**src/asc_pkg.sv**
```systemverilog
// Shared constants and types for the converter sequencing control block
`default_nettype none
package asc_pkg;
   // Register indices; byte address is four times the index
   localparam logic [3:0] REG_SEQ_CTRL = 4'h2;
   localparam logic [3:0] REG_TIM_CTRL = 4'h3;
   localparam logic [3:0] REG_SCAN_CTRL = 4'h5;
   localparam logic [5:0] ADDR_SEQ_CTRL = 6'h08;
   localparam logic [5:0] ADDR_TIM_CTRL = 6'h0c;
   localparam logic [5:0] ADDR_SCAN_CTRL = 6'h14;
   // Sequence control field positions
   localparam int SEQ_FILL_HALF_BIT = 7;
   localparam int SEQ_SPI_LSB = 2;
   localparam int SEQ_SCAN_BIT = 10;
   localparam int SEQ_SPLIT_BIT = 1;
   localparam int SEQ_SAMPLE_BIT = 0;
   localparam logic [31:0] SEQ_WMASK = 32'h0000_043e;
   // Timing control field positions
   localparam int TIM_SRC_BIT = 15;
   localparam int TIM_EXT_BIT = 14;
   localparam int TIM_SAMC_LSB = 8;
   localparam int TIM_DIV_LSB = 0;
   localparam logic [31:0] TIM_WMASK = 32'h0000_dfff;
   // Auto-scan control field positions
   localparam int SCN_EN_BIT = 15;
   localparam int SCN_LP_BIT = 14;
   localparam int SCN_BG_BIT = 12;
   localparam int SCN_IRQ_LSB = 8;
   localparam int SCN_WM_LSB = 2;
   localparam int SCN_CM_LSB = 0;
   localparam logic [31:0] SCN_WMASK = 32'h0000_d30f;
   localparam logic [31:0] REG_RESET = 32'h0000_0000;
   localparam int CONV_TADS = 12;
   typedef enum logic [1:0] {ASC_IDLE, ASC_SAMPLE, ASC_CONVERT} asc_state_t;
endpackage
`default_nettype wire

```
**src/asc_tick_gen.sv**
```systemverilog
// Converter clock tick divider
`default_nettype none
module asc_tick_gen
   import asc_pkg::*;
#(
   parameter int DIV_W = 8
) (
   // Clock and reset
   input wire logic clk_sys,
   input wire logic rst,
   // Source and divider
   input wire logic src_tick,
   input wire logic [DIV_W-1:0] divider,
   // Converter clock tick
   output logic tad_tick
);
   logic [DIV_W:0] cnt, next_cnt;
   logic next_tad;
   logic [DIV_W:0] limit;

   always_comb begin
      // Zero divider gives one source period, else 2*N
      limit = (divider == '0) ? '0 : ({divider, 1'b0} - 1'b1);
      next_cnt = cnt;
      next_tad = 1'b0;
      if (src_tick) begin
         if (cnt >= limit) begin
            next_cnt = '0;
            next_tad = 1'b1;
         end else begin
            next_cnt = cnt + 1'b1;
         end
      end
   end

   always_ff @(posedge clk_sys or posedge rst) begin
      if (rst) begin
         cnt <= '0;
         tad_tick <= 1'b0;
      end else begin
         cnt <= next_cnt;
         tad_tick <= next_tad;
      end
   end
endmodule
`default_nettype wire

```
**src/asc_control.sv**
```systemverilog
// Sequencing, timing and auto-scan control of the sampling converter
`default_nettype none
module asc_control
   import asc_pkg::*;
#(
   parameter int DATA_W = 10,
   parameter int DEPTH = 16
) (
   // Clock and reset
   input wire logic clk_sys,
   input wire logic rst,
   // Register port
   input wire logic [5:0] reg_addr,
   input wire logic [31:0] reg_wdata,
   input wire logic reg_wr,
   input wire logic reg_rd,
   output logic [31:0] reg_rdata,
   // Converter side
   input wire logic conv_enable,
   input wire logic rc_tick,
   input wire logic start_auto,
   input wire logic [DATA_W-1:0] conv_result,
   input wire logic [DATA_W-1:0] thresh_lo,
   input wire logic [DATA_W-1:0] thresh_hi,
   // Status and outputs
   output logic sample_hold,
   output logic conv_busy,
   output logic result_we,
   output logic [3:0] result_addr,
   output logic [DATA_W-1:0] result_data,
   output logic conv_irq,
   output logic low_power,
   output logic bandgap_req
);
   logic [31:0] seq_ctrl, tim_ctrl, scan_ctrl;
   logic [31:0] next_seq_ctrl, next_tim_ctrl, next_scan_ctrl;
   asc_state_t state, next_state;
   logic [4:0] manual_sample_cnt, next_manual_sample_cnt;
   logic [3:0] conv_cnt, next_conv_cnt;
   logic [3:0] seq_cnt, next_seq_cnt;
   logic [3:0] wr_ptr, next_wr_ptr;
   logic fill_half, next_fill_half;
   logic manual, next_manual;
   logic ext_hold, next_ext_hold;
   logic next_we, next_irq, next_lp, next_bg;
   logic [DATA_W-1:0] next_data;
   logic [3:0] next_addr;
   logic [31:0] next_rdata;
   logic src_tick, tad_tick, done, match, store, scan_on;
   logic seq_cfg_wr;

   function automatic logic cmp_hit(input logic [1:0] mode, input logic [DATA_W-1:0] v,
                                    input logic [DATA_W-1:0] lo, input logic [DATA_W-1:0] hi);
      logic r;
      r = 1'b0;
      case (mode)
         2'h0: r = v < lo;
         2'h1: r = v > lo;
         2'h2: r = (v >= lo) && (v <= hi);
         default: r = (v < lo) || (v > hi);
      endcase
      return r;
   endfunction

   // (bus clock runs 1:1, so every cycle is a source tick)
   assign src_tick = tim_ctrl[TIM_SRC_BIT] ? rc_tick : 1'b1;

   asc_tick_gen #(.DIV_W(8)) u_tick (
      .clk_sys(clk_sys),
      .rst(rst),
      .src_tick(src_tick),
      .divider(tim_ctrl[TIM_DIV_LSB +: 8]),
      .tad_tick(tad_tick)
   );

   assign scan_on = scan_ctrl[SCN_EN_BIT];
   // Only a changed setting restarts counting; sample-bit writes share the register
   assign seq_cfg_wr = reg_wr && (reg_addr == ADDR_SEQ_CTRL) &&
                       (((reg_wdata ^ seq_ctrl) & SEQ_WMASK) != '0);
   assign done = (state == ASC_CONVERT) && tad_tick && (conv_cnt == 4'(CONV_TADS - 1));
   assign match = cmp_hit(scan_ctrl[SCN_CM_LSB +: 2], conv_result, thresh_lo, thresh_hi);

   // -------------------------------------------------------------
   // Registers
   // -------------------------------------------------------------
   always_comb begin
      next_seq_ctrl = seq_ctrl;
      next_tim_ctrl = tim_ctrl;
      next_scan_ctrl = scan_ctrl;
      next_manual = manual;
      if (reg_wr && reg_addr == ADDR_SEQ_CTRL) begin
         next_seq_ctrl = reg_wdata & SEQ_WMASK;
      end else if (reg_wr && reg_addr == ADDR_TIM_CTRL) begin
         next_tim_ctrl = reg_wdata & TIM_WMASK;
      end else if (reg_wr && reg_addr == ADDR_SCAN_CTRL) begin
         next_scan_ctrl = reg_wdata & SCN_WMASK;
      end
      if (reg_wr && reg_addr == ADDR_SEQ_CTRL) begin
         next_manual = reg_wdata[SEQ_SAMPLE_BIT] && conv_enable;
      end else if (!conv_enable || scan_on) begin
         next_manual = 1'b0;
      end
      next_rdata = '0;
      if (reg_rd && reg_addr == ADDR_SEQ_CTRL) begin
         next_rdata = seq_ctrl;
         next_rdata[SEQ_FILL_HALF_BIT] = fill_half && seq_ctrl[SEQ_SPLIT_BIT];
         next_rdata[SEQ_SAMPLE_BIT] = sample_hold;
      end else if (reg_rd && reg_addr == ADDR_TIM_CTRL) begin
         next_rdata = tim_ctrl;
      end else if (reg_rd && reg_addr == ADDR_SCAN_CTRL) begin
         next_rdata = scan_ctrl;
      end
   end

   always_ff @(posedge clk_sys or posedge rst) begin
      if (rst) begin
         seq_ctrl <= REG_RESET;
         tim_ctrl <= REG_RESET;
         scan_ctrl <= REG_RESET;
         manual <= 1'b0;
         reg_rdata <= '0;
      end else begin
         seq_ctrl <= next_seq_ctrl;
         tim_ctrl <= next_tim_ctrl;
         scan_ctrl <= next_scan_ctrl;
         manual <= next_manual;
         reg_rdata <= next_rdata;
      end
   end

   // -------------------------------------------------------------
   // Sample and convert sequencer
   // -------------------------------------------------------------
   always_comb begin
      next_state = state;
      next_manual_sample_cnt = manual_sample_cnt;
      next_conv_cnt = conv_cnt;
      next_ext_hold = ext_hold;
      case (state)
         ASC_IDLE: begin
            next_manual_sample_cnt = '0;
            if (conv_enable && (manual || (scan_on && start_auto))) begin
               next_state = ASC_SAMPLE;
               next_ext_hold = tim_ctrl[TIM_EXT_BIT];
            end
         end
         ASC_SAMPLE: begin
            if (!conv_enable) begin
               next_state = ASC_IDLE;
            end else if (scan_on) begin
               // Auto-sample counted in converter clocks
               if (tad_tick) begin
                  next_manual_sample_cnt = manual_sample_cnt + 5'h01;
                  if (manual_sample_cnt + 5'h01 >= tim_ctrl[TIM_SAMC_LSB +: 5]) begin
                     next_state = ASC_CONVERT;
                     next_conv_cnt = '0;
                  end
               end
            end else if (!manual) begin
               // Extended sampling runs out the auto-sample time first
               if (!ext_hold || (tad_tick &&
                   manual_sample_cnt + 5'h01 >= tim_ctrl[TIM_SAMC_LSB +: 5])) begin
                  next_state = ASC_CONVERT;
                  next_conv_cnt = '0;
               end else if (tad_tick) begin
                  next_manual_sample_cnt = manual_sample_cnt + 5'h01;
               end
            end
         end
         ASC_CONVERT: begin
            if (!conv_enable) begin
               next_state = ASC_IDLE;
            end else if (tad_tick) begin
               next_conv_cnt = conv_cnt + 4'h1;
               if (done) begin
                  next_state = ASC_IDLE;
               end
            end
         end
         default: next_state = ASC_IDLE;
      endcase
   end

   always_ff @(posedge clk_sys or posedge rst) begin
      if (rst) begin
         state <= ASC_IDLE;
         manual_sample_cnt <= '0;
         conv_cnt <= '0;
         ext_hold <= 1'b0;
         sample_hold <= 1'b0;
         conv_busy <= 1'b0;
      end else begin
         state <= next_state;
         manual_sample_cnt <= next_manual_sample_cnt;
         conv_cnt <= next_conv_cnt;
         ext_hold <= next_ext_hold;
         sample_hold <= (next_state == ASC_SAMPLE);
         conv_busy <= (next_state == ASC_CONVERT);
      end
   end

   // -------------------------------------------------------------
   // Result store, sequence count and interrupt
   // -------------------------------------------------------------
   always_comb begin
      store = 1'b0;
      case (scan_on ? scan_ctrl[SCN_WM_LSB +: 2] : 2'h0)
         2'h0: store = 1'b1;
         2'h1: store = match;
         default: store = 1'b0;
      endcase
      next_we = done && store;
      next_addr = wr_ptr;
      next_data = conv_result;
      next_wr_ptr = wr_ptr;
      next_fill_half = fill_half;
      next_seq_cnt = seq_cnt;
      next_irq = 1'b0;
      if (next_we) begin
         if (seq_ctrl[SEQ_SPLIT_BIT]) begin
            next_addr = {fill_half, wr_ptr[2:0]};
            next_wr_ptr = {1'b0, wr_ptr[2:0] + 3'h1};
            if (wr_ptr[2:0] == 3'h7) begin
               next_fill_half = !fill_half;
            end
         end else begin
            next_wr_ptr = wr_ptr + 4'(DEPTH / 16);
         end
      end
      if (done) begin
         if (scan_on) begin
            case (scan_ctrl[SCN_IRQ_LSB +: 2])
               2'h1: next_irq = 1'b1;
               2'h2: next_irq = match && scan_ctrl[SCN_WM_LSB +: 2] != 2'h0;
               2'h3: next_irq = match && scan_ctrl[SCN_WM_LSB +: 2] != 2'h0;
               default: next_irq = 1'b0;
            endcase
         end else begin
            if (seq_cnt >= seq_ctrl[SEQ_SPI_LSB +: 4]) begin
               next_seq_cnt = '0;
               next_irq = 1'b1;
            end else begin
               next_seq_cnt = seq_cnt + 4'h1;
            end
         end
      end
      if (seq_cfg_wr) begin
         next_seq_cnt = '0;
         next_wr_ptr = '0;
         next_fill_half = 1'b0;
      end
      next_lp = scan_on && scan_ctrl[SCN_LP_BIT] && next_state == ASC_IDLE;
      next_bg = scan_ctrl[SCN_BG_BIT] && conv_enable && next_state != ASC_IDLE;
   end

   always_ff @(posedge clk_sys or posedge rst) begin
      if (rst) begin
         wr_ptr <= '0;
         fill_half <= 1'b0;
         seq_cnt <= '0;
         result_we <= 1'b0;
         result_addr <= '0;
         result_data <= '0;
         conv_irq <= 1'b0;
         low_power <= 1'b0;
         bandgap_req <= 1'b0;
      end else begin
         wr_ptr <= next_wr_ptr;
         fill_half <= next_fill_half;
         seq_cnt <= next_seq_cnt;
         result_we <= next_we;
         result_addr <= next_addr;
         result_data <= next_data;
         conv_irq <= next_irq;
         low_power <= next_lp;
         bandgap_req <= next_bg;
      end
   end

   // -------------------------------------------------------------
   // Checks
   // -------------------------------------------------------------
   irq_after_done_a: assert property (@(posedge clk_sys) disable iff (rst)
      conv_irq |-> $past(done)) else $error("interrupt without a finished sequence");
   irq_off_mode_a: assert property (@(posedge clk_sys) disable iff (rst)
      $past(scan_on && scan_ctrl[SCN_IRQ_LSB +: 2] == 2'h0) |-> !conv_irq)
      else $error("irq in mode 00");
   discard_a: assert property (@(posedge clk_sys) disable iff (rst)
      $past(scan_on && scan_ctrl[SCN_WM_LSB +: 2] == 2'h2) |-> !result_we)
      else $error("stored in mode 10");
   legacy_store_a: assert property (@(posedge clk_sys) disable iff (rst)
      ($past(done) && !$past(scan_on)) |-> result_we) else $error("legacy result lost");
   upper_zero_a: assert property (@(posedge clk_sys) disable iff (rst)
      reg_rdata[31:16] == 16'h0000) else $error("upper bits not zero");
   sample_flag_a: assert property (@(posedge clk_sys) disable iff (rst)
      (reg_rd && reg_addr == ADDR_SEQ_CTRL) |=> reg_rdata[SEQ_SAMPLE_BIT] == $past(sample_hold))
      else $error("sample bit does not follow sampling");
   bandgap_a: assert property (@(posedge clk_sys) disable iff (rst)
      bandgap_req |-> $past(scan_ctrl[SCN_BG_BIT])) else $error("band gap without request");
   split_half_a: assert property (@(posedge clk_sys) disable iff (rst)
      (result_we && seq_ctrl[SEQ_SPLIT_BIT]) |-> result_addr[3] == $past(fill_half))
      else $error("wrong half written");
endmodule
`default_nettype wire

```
**config.mk**
```make
export PLATFORM = sky130hd
export DESIGN_NAME = asc_control
export DESIGN_NICKNAME = d
export VERILOG_FILES = /design/src/asc_pkg.sv /design/src/asc_tick_gen.sv /design/src/asc_control.sv
export SDC_FILE = /design/constraint.sdc
export NUM_CORES = 1
export LEC_CHECK = 0
export ABC_AREA = 1
export BUFFER_PORTS_ARGS = -buffer_cell sky130_fd_sc_hd__buf_2
export CAP_MARGIN = 40
export CORE_MARGIN = 3
export CORE_UTILIZATION = 49
export CTS_CLUSTER_DIAMETER = 50
export CTS_CLUSTER_SIZE = 30
export DETAILED_ROUTE_END_ITERATION = 6
export HOLD_SLACK_MARGIN = 0.03
export PLACE_DENSITY = 0.8
export SETUP_SLACK_MARGIN = 0.2
export SYNTH_ARGS = -nofsm -noshare
export SYNTH_HDL_FRONTEND = slang
export SYNTH_SLANG_ARGS = --single-unit
```
**constraint.sdc**
```tcl
create_clock -name clk_sys -period 3.2 [get_ports clk_sys]
set_clock_uncertainty 0.05 [all_clocks]
set_input_delay 0.48 -clock clk_sys [delete_from_list [all_inputs] [get_ports clk_sys]]
set_output_delay 0.48 -clock clk_sys [all_outputs]
set_load 0.1 [all_outputs]
```
Word level (Yosys, flattened, before mapping) --
Cells that the tools add are included.
Storage, ports and cells: flip-flop bits (word level) 114, logic and storage cells 171, input port bits 75
Cells by class: reductions and logical operators 51, bitwise gates (word level) 3, add/sub/neg operators 7, equality and inequality tests 24, order comparisons 8, multiplexer cells 56
Operator list (count):
- 2-to-1 mux 4 bit | 17
- 2-to-1 mux 16 bit | 3
- nonzero test 32 bit | 1
- 2-to-1 mux 5 bit | 5
- 2-to-1 mux 2 bit | 11
- logical AND 1 bit | 21
- > comparator 10 bit | 2
- 2-to-1 mux 9 bit | 2
- nonzero test 2 bit | 9
- adder 4 x 1 -> 4 bit, second input constant | 3
- == test 6 x 4 -> 1 bit, second input constant | 2
- 2-to-1 mux 1 bit | 12
- inequality test 3 bit, second input constant | 4
- XOR 11 bit | 1
- == test 2 x 1 -> 1 bit, second input constant | 5
- == test 2 bit, second input constant | 5
- >= comparator 10 bit | 1
- less-or-equal comparator 10 bit | 1
- less-than comparator 10 bit | 1
- one-hot mux 5 bit (2 select lines) | 1
- adder 9 x 1 -> 9 bit, second input constant | 1
- >= comparator 9 bit | 1
- subtractor 9 x 1 -> 9 bit, second input constant | 1
- logical NOT 2 bit | 4
- other kinds (23) | 35

Logic depth before layout (Yosys ltp) --
word-level depth 11, gate-level depth with buffers 18

By module --
Synthesis repeated with hierarchy kept, for this count alone.
Second synthesis, totals: cell total of the unflattened synthesis 673, area total of the unflattened synthesis 5589.1 µm²
Modules (own cells, without submodules):
- asc_control | area an instance 4623.2 µm², cells each 534, seq. area each 2177.1 µm², times used 1
- asc_tick_gen | area an instance 965.9 µm², cells each 139, seq. area each 250.2 µm², times used 1

Worst setup path before layout --
No wires, ideal clock.
path kind reg-to-reg, start register manual_sample_cnt[0], end register manual_sample_cnt[0], period minus slack after synthesis 2.352 ns, stages on the path, launching flop included 14, path buffers 0, path slack 0.848 ns, data arrival time 2.183 ns, path through dfrtp_1 -> ha_1 -> nand2_1 -> nor2_1 -> xor2_1 -> inv_1 -> ha_1 -> a21oi_1 -> o21ai_1 -> o31ai_2 -> nand2_2 -> a31oi_4 -> o21ai_1 -> o21a_1
Between the ends: longest elaborated chain between the ends 7
RTL lines:
- from (decl) | line asc_control.sv:38 | logic [4:0] manual_sample_cnt, next_manual_sample_cnt;
- from (signal assigned) | line asc_control.sv:194 | manual_sample_cnt <= next_manual_sample_cnt;
- parallel branches: the longest is 7 deep, another holds adder 5 x 1 -> 5 bit
Parallel ways; which one is timed is not known. The select of a mux whose other input is x is not followed. A chain may end at the register's enable or synchronous reset.

Final worst setup path --
Same ends and word-level chain as after synthesis.

==> impl_metrics.yaml <==
run_status:
  status: "complete, no violations"
place:
  gp_congestion: 0.900
  dp_hpwl_um: 9810
  preCtsSetupSlack_ps: 402
  placedInstanceArea_um2: 6040
  portBuffers: 92
routing:
  drt-wirelength-per-cell_um: 14.7
  ant_nets: 0
  drt_iter0_drc: 290
  routed_wl_um: 12800
  drtPass1Iterations: 5
  drc: 0
  dr_wl_met2_um: 6470
  vias: 4548
  viasPerCell: 5.22
  met1_length_um: 5220
  wl_met3_um: 749
  top_layer: "met5"
pwr:
  ir_drop_uv: 288
  power_density_nw_per_um2: 592
  p_leak_nw: 3.37
  p_total_mw: 3.71
timing:
  fmax_mhz: 356
  setup_tns_ps: 0
  worst_pin_slew_ps: 804
  postLayoutSetupSlackWorst_ps: 388
  fin_crit_sh: 0.879
  layout_min_cycle_time_ps: 2810
  finalSetupViolations: 0
  hold_viol: 0
  rsz0062_at_grt: "no"
  relSlewSlack: 0.463
  holdWs_ps: 167
  slew_violations: 0
synth:
  synth_common_cells: "inv_1, nand2_1, dfrtp_1, nor2_1, ha_1"
  synth_cell_types: 51
  synthMuxAreaShare: 0.00411
  synth-compound-area-share: 0.123
  synth_xor_area_frac: 0.0208
  ys_seq_elements: 97
  yosys-top-cells-area: "dfrtp_1, ha_1, inv_1"
  synth_top_family_by_area: "simple AND/OR/NAND/NOR gates"
  syn_area_um2: 5480
  yosysMostFrequentCell: "inv_1"
  synth_ff_type: "dfrtp_1"
  syn_inst: 632
  synth-adder-area-share: 0.103
  synth-edff-count: 0
  yosys.area_share.simple: 0.202
  yosys_warnings: 0
  async_flop_share: 1.00
  yosys.area.top_type: "dfrtp_1"
  syn_avg_cell_area_um2: 8.67
  synth_top_area_share: 0.443
  yosysSeqAreaShare: 0.443
setup_path:
  cp_cell_sequence: "ha_1 > nand2_1 > nor2_1 > xor2_1 > inv_1 > ha_1 > a21oi_1 > o21ai_1 > o31ai_4 > nand2_2 > a31oi_4 > o21ai_1 > o21a_1"
  cpPeakStageDelay_ps: 430
  path_delay_family: "compound AO/OA/AOI/OAI gates"
  critPathLaunchType: "register"
  path_class: "register to register"
  critPathBufInv: 1
  cp_data_required_time_ps: 3430
  critPathMaxFanout: 10
  end_kind: "register"
  cp.arrival_ps: 3040
  cp_slowest_cell: "dfrtp_1"
clocking:
  cts.path.max_buffers: 2
  cts_tree: "done"
  cts_root_buffer: "clkbuf_8"
  numCtsBuffers: 9
  path_clk_slew_ps: 90
  htree_num_levels: 3
  cts.sinks: 97
  clk_latency_ps: 380
  cts_hold_buf: 0
run:
  max_cap_violations: 0
floorplan:
  die_area_um2: 12500
  start_util: 0.517
  die_h_um: 112
  std_cell_rows: 37
  core_um2: 10600
  ios: 127
  dieWidth_um: 112
worst_hold_path:
  hp-class: "input pin to register"
final_layout:
  num-fill-cells: 912
  n_antenna_cell: 0
  postLayoutCellArea_um2: 6270
  final_nets: 851
  regArea_um2: 2430
  multi_input_area_um2: 2550
  areaGrowthSynthToFinish_pct: 14.4
  drive_gt1_frac: 0.211
global_route:
  grt_usage: 0.210
  antenna_found_initial: 1
  grt_max_degree: 64
  grt_pass1_vias: 4598
  grt_first_pass_wirelength_um: 21200
  grt_overflow: 0
## timing repair
item / in CTS / in global routing
setup endpoints to repair: 0 / 8
setup buffers: 0 / 1
resized for setup: 0 / 3
## sequential cells by signal, summed over array words and instances, names as in the netlist, 5 cells and up
| name | cells |
|---|---|
| tim_ctrl | 15 |
| manual_sample_cnt | 5 |
| result_data | 10 |
| reg_rdata | 15 |
| u_tick.cnt | 9 |
| seq_ctrl | 6 |
| scan_ctrl | 9 |
## cell usage in the layout, fill, tap and decap left out, drive strengths merged, types with 6 or more instances in the layout
cell type / netlist / routed
nand2: 107 / 107
inv: 106 / 106
dfrtp: 97 / 97
buf: 22 / 94
nor2: 63 / 63
o21ai: 47 / 47
ha: 45 / 45
nand3: 36 / 36
a21oi: 28 / 28
conb: 1 / 17
xor2: 11 / 11
nand4: 11 / 11
clkbuf: 0 / 11
o22ai: 10 / 10
nor3: 9 / 9
clkinv: 4 / 6
## final cells by class
cell class,instances,share of cell area
Clock inverter,5,0.0102
Clock buffer,11,0.0226
Inverter,110,0.0675
Sequential cell,97,0.387
Multi-Input combinational cell,419,0.407
Timing Repair Buffer,94,0.0779
Tap cell,136,0.0272
## where the power goes
part / internal [mW] / switching, mW / total, mW
Sequential: 1.42 / 0.176 / 1.59
Clock: 0.390 / 0.451 / 0.841
Combinational: 0.387 / 0.888 / 1.27
Total: 2.20 / 1.51 / 3.71
## routing by layer
layer / track usage / vias up
met4: 0.101 / 2
met2: 0.354 / 151
met3: 0.0391 / 31
met1: 0.259 / 2138
met5: 0 / -
li1: - / 2226
## worst paths after layout
kind                       cells after the start                 start  slack, ps                   end
setup reg to reg                              13  manual_sample_cnt[0]        390  manual_sample_cnt[0]
setup / recovery                              13  manual_sample_cnt[0]        390  manual_sample_cnt[0]
hold / removal                                 1        conv_result[0]        170        result_data[0]
max in group asynchronous                      3                   rst       2140           seq_ctrl[2]
min in group asynchronous                      2                   rst        180        result_data[9]
hold reg to reg                                0             wr_ptr[2]        380        result_addr[2]
## per-stage QoR
| stage | util | cells |
|---|---|---|
| after CTS | 0.589 | 871 |
| final | 0.591 | 872 |
| after global routing | 0.591 | 872 |
| after floorplan | - | 648 |
| after global placement | 0.570 | 855 |
| after detailed placement | 0.570 | 855 |
## kinds of logic (layout without fill, tap and decap cells)
kind of cell	count (synthesis)	after routing
simple gates	235	235
buf+inv	132	220
compound gates	107	107
flops	97	97
fa+ha+maj	45	45
xor+xnor	13	13
mux	2	2
other cells	1	17
No activity file was read; power rests on OpenSTA's default activity.
